[src/hrap_pkg.sv]
// package: shared constants and carriers for the host register access port
package hrap_pkg;
   localparam int DW = 8;
   localparam int AW = 4;
   localparam int NEVT = 4;
   // register indices
   localparam logic [AW-1:0] A_GMASK = 4'h0;
   localparam logic [AW-1:0] A_FR_STAT = 4'h1;
   localparam logic [AW-1:0] A_FR_MASK = 4'h2;
   localparam logic [AW-1:0] A_LIU_STAT = 4'h3;
   localparam logic [AW-1:0] A_LIU_MASK = 4'h4;
   localparam logic [AW-1:0] A_BERT_STAT = 4'h5;
   localparam logic [AW-1:0] A_BERT_MASK = 4'h6;
   localparam logic [AW-1:0] A_INT_SUM = 4'h7;
   localparam logic [AW-1:0] A_SCR_BASE = 4'h8;
   localparam int NSCR = 8;
   // global mask bit positions, 1 blocks the group
   localparam int GM_FR = 0;
   localparam int GM_LIU = 1;
   localparam int GM_BERT = 2;
   localparam logic [DW-1:0] MASK_RST = 8'hff;
   localparam logic [DW-1:0] ZERO_B = 8'h00;
   localparam logic [DW-1:0] ALL_B = 8'hff;
   localparam logic [NEVT-1:0] EVT_ZERO = 4'h0;

   typedef struct packed {
      logic chip_select_n;
      logic read_strobe_n;   // doubles as data_strobe_n
      logic write_strobe_n;  // doubles as read_write_select
      logic [AW-1:0] addr;
   } hrap_bus_s;

   typedef struct packed {
      logic [NEVT-1:0] framer;
      logic [NEVT-1:0] liu;
      logic [NEVT-1:0] bert;
   } hrap_evt_s;
endpackage : hrap_pkg

[src/hrap_irq_tree.sv]
// sticky interrupt status per group with a per-bit event mask
module hrap_irq_tree (
   input wire logic mclk,
   input wire logic rst,
   input wire logic [hrap_pkg::NEVT-1:0] evt,
   input wire logic [hrap_pkg::NEVT-1:0] clr,
   input wire logic [hrap_pkg::NEVT-1:0] mask,
   output logic [hrap_pkg::NEVT-1:0] stat_reg,
   output logic pend
);
   import hrap_pkg::*;

   logic [NEVT-1:0] stat_next;

   // set wins over a write-one clear in the same cycle
   assign stat_next = (stat_reg & ~clr) | evt;
   assign pend = |(stat_reg & ~mask);

   always_ff @(posedge mclk) begin
      if (rst) begin
         stat_reg <= EVT_ZERO;
      end else begin
         stat_reg <= stat_next;
      end
   end
endmodule : hrap_irq_tree

[src/hrap_port.sv]
// parallel host register access port with interrupt output
// Operation
// - strobes count only while chip_select_n is low.
// - read: drive addressed register on data bus while read strobe and select low.
// - write: capture bus data on rising edge of write strobe under select.
// - bus_style 1: read pin is data strobe, write pin is read/write select.
// - serial_mode 1: data bit 0 carries serial slave data output.
// - irq_n asserts when any unmasked event is pending.
// - irq_n released (three-stated) once no unmasked event is pending, whether the events are cleared or masked.
// - masks at global, framer, line interface and bit-error test levels.
// - data bus is eight bits wide, both directions.
module hrap_port (
   input wire logic mclk,
   input wire logic rst,
   input wire hrap_pkg::hrap_bus_s bus,
   input wire logic bus_style,
   input wire logic serial_mode,
   input wire logic [hrap_pkg::DW-1:0] data_in,
   output logic [hrap_pkg::DW-1:0] data_out,
   output logic [hrap_pkg::DW-1:0] data_oe,
   input wire logic serial_sdo,
   input wire logic serial_sdo_oe,
   input wire hrap_pkg::hrap_evt_s evt,
   output logic irq_n_out,
   output logic irq_n_oe
);
   import hrap_pkg::*;

   // -----------------------------------------------------------------
   // strobe decode
   // -----------------------------------------------------------------
   logic strobe_n_reg;
   logic rw_reg;
   logic cs_reg;
   wire par_en = ~serial_mode;
   wire cs_ok = ~bus.chip_select_n & par_en;
   // style 0: separate strobes; style 1: data strobe plus direction
   wire rd_cond = bus_style ?
      (~bus.read_strobe_n & bus.write_strobe_n) :
      ~bus.read_strobe_n;
   wire rd_active = cs_ok & rd_cond;
   wire wr_strobe_n = bus_style ? bus.read_strobe_n : bus.write_strobe_n;
   wire wr_dir = bus_style ? ~bus.write_strobe_n : 1'b1;
   // write taken when the strobe rises while select stayed low
   wire wr_pulse = cs_reg & ~strobe_n_reg & rw_reg & wr_strobe_n
      & cs_ok;

   always_ff @(posedge mclk) begin
      if (rst) begin
         strobe_n_reg <= 1'b1;
         rw_reg <= 1'b0;
         cs_reg <= 1'b0;
      end else begin
         strobe_n_reg <= wr_strobe_n;
         rw_reg <= wr_dir;
         cs_reg <= cs_ok;
      end
   end

   // -----------------------------------------------------------------
   // register file
   // -----------------------------------------------------------------
   logic [DW-1:0] gmask_reg;
   logic [NEVT-1:0] fr_mask_reg, liu_mask_reg, bert_mask_reg;
   logic [DW-1:0] scr_reg [NSCR];
   logic [NEVT-1:0] fr_stat, liu_stat, bert_stat;
   logic fr_pend, liu_pend, bert_pend;
   logic irq_reg;
   logic [DW-1:0] rdata_reg;
   logic [DW-1:0] rdata_next;

   function automatic logic hit(input logic [AW-1:0] a,
                                input logic [AW-1:0] r);
      hit = (a == r);
   endfunction : hit

   function automatic logic [NEVT-1:0] clr_of(input logic w,
                                              input logic [AW-1:0] a,
                                              input logic [AW-1:0] r,
                                              input logic [DW-1:0] d);
      clr_of = (w && a == r) ? d[NEVT-1:0] : EVT_ZERO;
   endfunction : clr_of

   wire [NEVT-1:0] fr_clr = clr_of(wr_pulse, bus.addr, A_FR_STAT, data_in);
   wire [NEVT-1:0] liu_clr = clr_of(wr_pulse, bus.addr, A_LIU_STAT, data_in);
   wire [NEVT-1:0] bert_clr = clr_of(wr_pulse, bus.addr, A_BERT_STAT,
                                     data_in);
   wire scr_sel = bus.addr[AW-1];
   wire [AW-2:0] scr_idx = bus.addr[AW-2:0];
   wire [DW-1:0] int_sum = {5'h00, bert_pend, liu_pend, fr_pend};

   always_ff @(posedge mclk) begin
      if (rst) begin
         gmask_reg <= MASK_RST;
         fr_mask_reg <= MASK_RST[NEVT-1:0];
         liu_mask_reg <= MASK_RST[NEVT-1:0];
         bert_mask_reg <= MASK_RST[NEVT-1:0];
      end else if (wr_pulse) begin
         if (hit(bus.addr, A_GMASK)) gmask_reg <= data_in;
         if (hit(bus.addr, A_FR_MASK)) fr_mask_reg <= data_in[NEVT-1:0];
         if (hit(bus.addr, A_LIU_MASK)) liu_mask_reg <= data_in[NEVT-1:0];
         if (hit(bus.addr, A_BERT_MASK)) bert_mask_reg <= data_in[NEVT-1:0];
      end
   end

   always_ff @(posedge mclk) begin
      if (rst) begin
         for (int i = 0; i < NSCR; i++) scr_reg[i] <= ZERO_B;
      end else if (wr_pulse && scr_sel) begin
         scr_reg[scr_idx] <= data_in;
      end
   end

   // -----------------------------------------------------------------
   // read path
   // -----------------------------------------------------------------
   always_comb begin
      rdata_next = ZERO_B;
      case (bus.addr)
         A_GMASK: rdata_next = gmask_reg;
         A_FR_STAT: rdata_next = {4'h0, fr_stat};
         A_FR_MASK: rdata_next = {4'h0, fr_mask_reg};
         A_LIU_STAT: rdata_next = {4'h0, liu_stat};
         A_LIU_MASK: rdata_next = {4'h0, liu_mask_reg};
         A_BERT_STAT: rdata_next = {4'h0, bert_stat};
         A_BERT_MASK: rdata_next = {4'h0, bert_mask_reg};
         A_INT_SUM: rdata_next = int_sum;
         default: rdata_next = scr_reg[scr_idx];
      endcase
   end

   always_ff @(posedge mclk) begin
      if (rst) rdata_reg <= ZERO_B;
      else rdata_reg <= rdata_next;
   end

   assign data_out = serial_mode ? {rdata_reg[DW-1:1], serial_sdo} :
      rdata_reg;
   assign data_oe = serial_mode ? {7'h00, serial_sdo_oe} :
      (rd_active ? ALL_B : ZERO_B);

   // -----------------------------------------------------------------
   // interrupt tree
   // -----------------------------------------------------------------
   hrap_irq_tree u_fr (.mclk(mclk), .rst(rst), .evt(evt.framer),
      .clr(fr_clr), .mask(fr_mask_reg), .stat_reg(fr_stat), .pend(fr_pend));
   hrap_irq_tree u_liu (.mclk(mclk), .rst(rst), .evt(evt.liu),
      .clr(liu_clr), .mask(liu_mask_reg), .stat_reg(liu_stat),
      .pend(liu_pend));
   hrap_irq_tree u_bert (.mclk(mclk), .rst(rst), .evt(evt.bert),
      .clr(bert_clr), .mask(bert_mask_reg), .stat_reg(bert_stat),
      .pend(bert_pend));

   wire pending = (fr_pend & ~gmask_reg[GM_FR])
      | (liu_pend & ~gmask_reg[GM_LIU])
      | (bert_pend & ~gmask_reg[GM_BERT]);

   always_ff @(posedge mclk) begin
      if (rst) irq_reg <= 1'b0;
      else irq_reg <= pending;
   end

   assign irq_n_out = 1'b0;
   assign irq_n_oe = irq_reg;
endmodule : hrap_port

[config.mk]
export PLATFORM = sky130hd
export DESIGN_NAME = hrap_port
export DESIGN_NICKNAME = d
export VERILOG_FILES = /design/src/hrap_pkg.sv /design/src/hrap_irq_tree.sv /design/src/hrap_port.sv
export SDC_FILE = /design/constraint.sdc
export NUM_CORES = 1
export LEC_CHECK = 0
export ABC_CLOCK_PERIOD_IN_PS = 3100
export BUFFER_PORTS_ARGS = -buffer_cell sky130_fd_sc_hd__buf_2
export CAP_MARGIN = 5
export CORE_MARGIN = 2
export CORE_UTILIZATION = 53
export CTS_CLUSTER_SIZE = 10
export DETAILED_ROUTE_END_ITERATION = 16
export HOLD_SLACK_MARGIN = 0.1
export PLACE_DENSITY = 0.73
export SYNTH_ARGS = -nofsm -noshare
export SYNTH_HDL_FRONTEND = slang
export SYNTH_SLANG_ARGS = --single-unit
[constraint.sdc]
create_clock -name mclk -period 3.1 [get_ports mclk]
set_input_delay 0.62 -clock mclk [delete_from_list [all_inputs] [get_ports mclk]]
set_output_delay 0.62 -clock mclk [all_outputs]
set_load 0.01 [all_outputs]
# Word-level counts from Yosys, hierarchy flattened
# Memories as Yosys holds them, arrays and structs flattened.
# Cells that the tools add are included.
[classes] n_eq_ne=7 muxes=18 n_bitwise=35 reduce_logical=13
[ops] op="one-hot mux 8 bit (8 select lines)" count=1
[ops] op="AND 4 bit" count=6
[ops] op="two-way mux 8 bit" count=3
[ops] op="NOT 4 bit" count=6
[ops] op="== test 4 x 3 -> 1 bit, second input constant" count=4
[ops] op="two-way mux 4 bit" count=3
[ops] op="OR 4 bit" count=3
[ops] op="OR reduction 4 bit" count=3
[ops] op="AND 1 bit" count=10
[ops] op="two-way mux 1 bit" count=10
[ops] op="== test 4 x 2 -> 1 bit, second input constant" count=2
[ops] op="NOT 1 bit" count=8
[ops] op="AND reduction 2 bit" count=4
[ops] op="OR reduction 8 bit" count=1
[ops] op="== test 4 x 1 -> 1 bit, second input constant" count=1
[ops] op="logical AND 1 bit" count=4
[ops] op="logical NOT 4 bit" count=1
[ops] op="two-way mux 3 bit" count=1
[ops] op="OR 1 bit" count=2
[totals] ff_bits=44 mem_bits_rw=64 in_bits=33 out_inout_bits=18 elab_cells=86 mem_count=1
[memory_table] memory="scr_reg" words=8 word_bits=8 read_ports=1 rd_clocked_by_memory_dff=0 write_ports=8 line_no="hrap_port.sv:65" rtl="logic [DW-1:0] scr_reg [NSCR];"

# Longest topological paths before layout
[depth] depth_word=11 mapped_depth=7 mapped_depth_nobuf=4

# Modules after synthesis
# From an unflattened synthesis, not the netlist that was laid out.
[hier_totals] cells_unflattened=437 hier_area_um2=5231.3
[modules_own_cells] mod="hrap_port" n_inst=1 cells_per_inst=374 area_each_um2=4717.0 seq_area_each_um2=2562.5
[modules_own_cells] mod="hrap_irq_tree" n_inst=3 cells_per_inst=21 area_each_um2=171.4 seq_area_each_um2=80.1

# Worst setup path before layout
# OpenSTA, ideal clock, no wires.
[synth_timing] path_kind="input -> output" from="in bus_style" to="out data_oe[2] (netlist name)" t_arrival_ps=2407 required_ps=2480 path_slack_ps=73 cell_stages=2 path_buffers=1 cell_sequence="a2111oi_0 -> buf_4"
[synth_between] elab_chain_cells=4
[synth_lines] element="from (decl)" line_no="hrap_port.sv:16" rtl="input wire logic bus_style,"
[synth_lines] element="two-way mux 1 bit" line_no="hrap_port.sv:38" rtl="wire rd_cond = bus_style ?"
[synth_lines] element="AND 1 bit" line_no="hrap_port.sv:41" rtl="wire rd_active = cs_ok & rd_cond;"
[synth_lines] element="two-way mux 8 bit" line_no="hrap_port.sv:140" rtl="(rd_active ? ALL_B : ZERO_B);"
[synth_lines] element="two-way mux 8 bit" line_no="hrap_port.sv:139" rtl="assign data_oe = serial_mode ? {7'h00, serial_sdo_oe} :"
[synth_lines] element="to (decl)" line_no="hrap_port.sv:20" rtl="output logic [hrap_pkg::DW-1:0] data_oe,"
# No other way between the ends.

# Worst setup path after layout
[layout_timing] from="in bus_style" to="out data_oe[0] (netlist name)"
# The elaborated chain is that of the path after synthesis.

==> results.md <==
* Peak supply drop at 0.291 mV
* Max FFs per register at 64
* WS Path Type: in2out
* Post-route DRC at 0
* Die width at 104 um
* Fill count at between 700 and 800
* Power Density at about 480 nW/um2
* Reg2reg end: scr_reg[7][4]
* Max-slew violation count at 0
* GRT Util Overall at 0.248
* Pin count of the biggest net entering global routing at 28
* Wire length per cell at 21.0 um
* Syn_nets at 486
* IO Pins at ~50
* Hold_buf cts at 0
* Maximum fanout along the worst path at 8
* Most numerous cell in the Yosys netlist: and2_1
* Crit-path most repeated cell: buf_2
* Std-Cell Rows at 36
* Layout cell share with drive strength beyond 1 at 0.237
* Flops & latches, synth at 108
* DP Wirelength at 9220 um
* Area contributors post-synth: edfxtp_1 36%, dfxtp_1 17%, and2_1 7.7%, mux4_2 5.6%, mux2i_1 3.0%
* Synth cell types at 43
* Max Clk Rate at 0.460 GHz
* Post-synth ARST share at 0
* Crit-path slowest cell: a2111oi_0
* CTS tree: built
* Final Hold Vio Count at 0
* Drt initial violations at 342
* Post-synth top area share at 0.364
* Clock sinks at 108
* Cells after Synth at approximately 450
* Detailed Route WL at 13,100 um
* Final Non-Filler Cells at approximately 620
* Drt first pass iters at 6
* Depth of the worst register-to-register path at 5
* Sequential element share of the synthesized area at 0.531
* Synthesized area per cell at 11.6 um2
* GRT overflow at 0
* Clk_lat worst skew at 0.36 ns
* Min Clock Period, post-route at 2.17 ns
* Synthesized cell area at 5280 um2
* Yosys warns at 0
* Worst path required time at 2.48 ns
* CTS HTree Levels at 3
* Postcts setup bufs at 0
* Ys flop type: edfxtp_1
* First-pass GRT wire length at 20,000 um
* Reg2reg setup slack at 1.21 ns
* Starting density of the core at 0.542
* Final Cycle Share at 0.701
* CP Data Arrival Time at about 1.6 ns
* Worst reg2reg path startpoint: strobe_n_reg
* Final layout net count at 517
* Startpoint types: input pin
* Post-placement cell count at approximately 600
* # resized after CTS at 0
* Vias in the first global route at about 3,500
* Die Y at 104 um
* RSZ-0062 raised after global routing: no
* Buf/Inv on CP at 3
* Final ANT Viol Nets at 0
* Largest stage delay, worst path at a little under 0.4 ns
* Number of buffers created by CTS at 9
* Crit path capture type: output pin
* Post-synth EDFFs at 64
* Top delay family on crit path: compound AO/OA/AOI/OAI gates
* Worst path cell trace: buf_2 > a2111oi_0 > buf_4 > a21o_1 > buf_2
* Area leader, netlist: edfxtp_1
* HP Start: bus[4]
* Root Driver: clkbuf_8
* Synth-to-Final Area Change at 8.61%
* Routability cong. at about 0.90
* ANT cells at 0
* Static Leak at 2.38 nW
* Vias per std cell at 6.02
* Die ar. at 10,800 um2
* DR vias at between 3,000 and 4,000
* Buffer depth of the longest clock path at 2
* Commonest cells post-synth: 65 x and2_1, 64 x edfxtp_1, 44 x dfxtp_1
* Max Cap Viol at 0
* Final clock skew at 0.00837 ns
* Core box area at 9730 um2
* WHS Endpoint: rw_reg
* Status: finished clean
* Worst Tran Pin Value at 0.950 ns
* HP Class: in2reg
* Setup_tns at 0 ns
* Total Power at 2.74 mW
* Initial antenna violation count at 0
* Buffers on Ports at 49
* Final setup violation count at 0
* Relative slew slack at 0.365
* Worst hold stages at 2
* Clk slew on worst S/H paths at about 0.1 ns
-- routing by layer --
layer / share of wire / track usage / vias to the layer above
met5: 0 / 0 / -
met4: 0.025 / 0.0869 / 0
met3: 0.080 / 0.0491 / 28
met2: 0.46 / 0.394 / 189
met1: 0.43 / 0.344 / 1839
li1: - / - / 1690
-- through the flow --
step                      hold slack [ns]  area (um2)   util  setup slack (ns)
final                               0.466        5730  0.589             0.928
after detailed placement            0.459        5520  0.567             0.628
after global placement              0.452        5520  0.567             0.691
after floorplan                     0.419        5280      -            0.0731
after global routing                0.466        5730  0.589             0.873
after CTS                           0.451        5730  0.589             0.921
-- cells by family after synthesis --
group / after synthesis / synth area share
AOI/OAI and AO/OA: 90 / 0.116
buffers and inverters: 63 / 0.0633
other: 1 / 0.000711
muxes: 34 / 0.0965
DFF: 108 / 0.531
and+or+nand+nor: 157 / 0.192
-- worst reg2reg max path: stages, from the launching register on --
cell,delay (ns)
dfxtp_1,0.34
nor4b_4,0.30
nand3_2,0.10
buf_4,0.23
nor3_4,0.36
or2_2,0.28
-- layout make-up --
cell class / instances / area (um2) / area share
repair buffers: 59 / 320 / 0.0559
flip-flops and latches: 108 / 2800 / 0.489
well taps: 133 / 166 / 0.0290
clock inverters: 4 / 55.1 / 0.00961
multi-input cells: 282 / 2140 / 0.373
inverters: 24 / 90.1 / 0.0157
clock buffers: 12 / 156 / 0.0273
-- power by group --
part           switching [mW]  internal (mW)  leakage (nW)
logic                   0.166         0.0999          1.23
clock network           0.464          0.430         0.103
registers              0.0239           1.55          1.05
-- cell usage in the layout, fill, tap and decap left out, types with 3 or more instances in the layout --
master / n
a311oi_1: 13
clkbuf_8: 9
mux4_2: 13
a21o_1: 3
a21oi_1: 5
a22oi_1: 10
nor3_2: 4
o21ai_0: 24
buf_4: 10
nor2_1: 20
mux2i_1: 16
and2_1: 65
edfxtp_1: 64
or2_2: 10
nand2_1: 21
nand2b_1: 10
a221oi_1: 3
a31oi_1: 21
dfxtp_1: 44
nor3_4: 7
mux2_2: 5
nor2b_1: 11
inv_1: 24
buf_2: 49
-- how the worst max path moves through the flow --
stage | end | start | cells after the start | slack, ns
floorplan | data_oe[2] | bus_style | 2 | 0.07
global placement | scr_reg[3][4] | rst | 5 | 0.69
detailed placement | scr_reg[3][6] | rst | 5 | 0.63
CTS | data_oe[0] | bus_style | 5 | 0.92
global route | data_oe[0] | bus_style | 5 | 0.87
finish | data_oe[0] | bus_style | 5 | 0.93
Power figures use the tool's default switching activity.
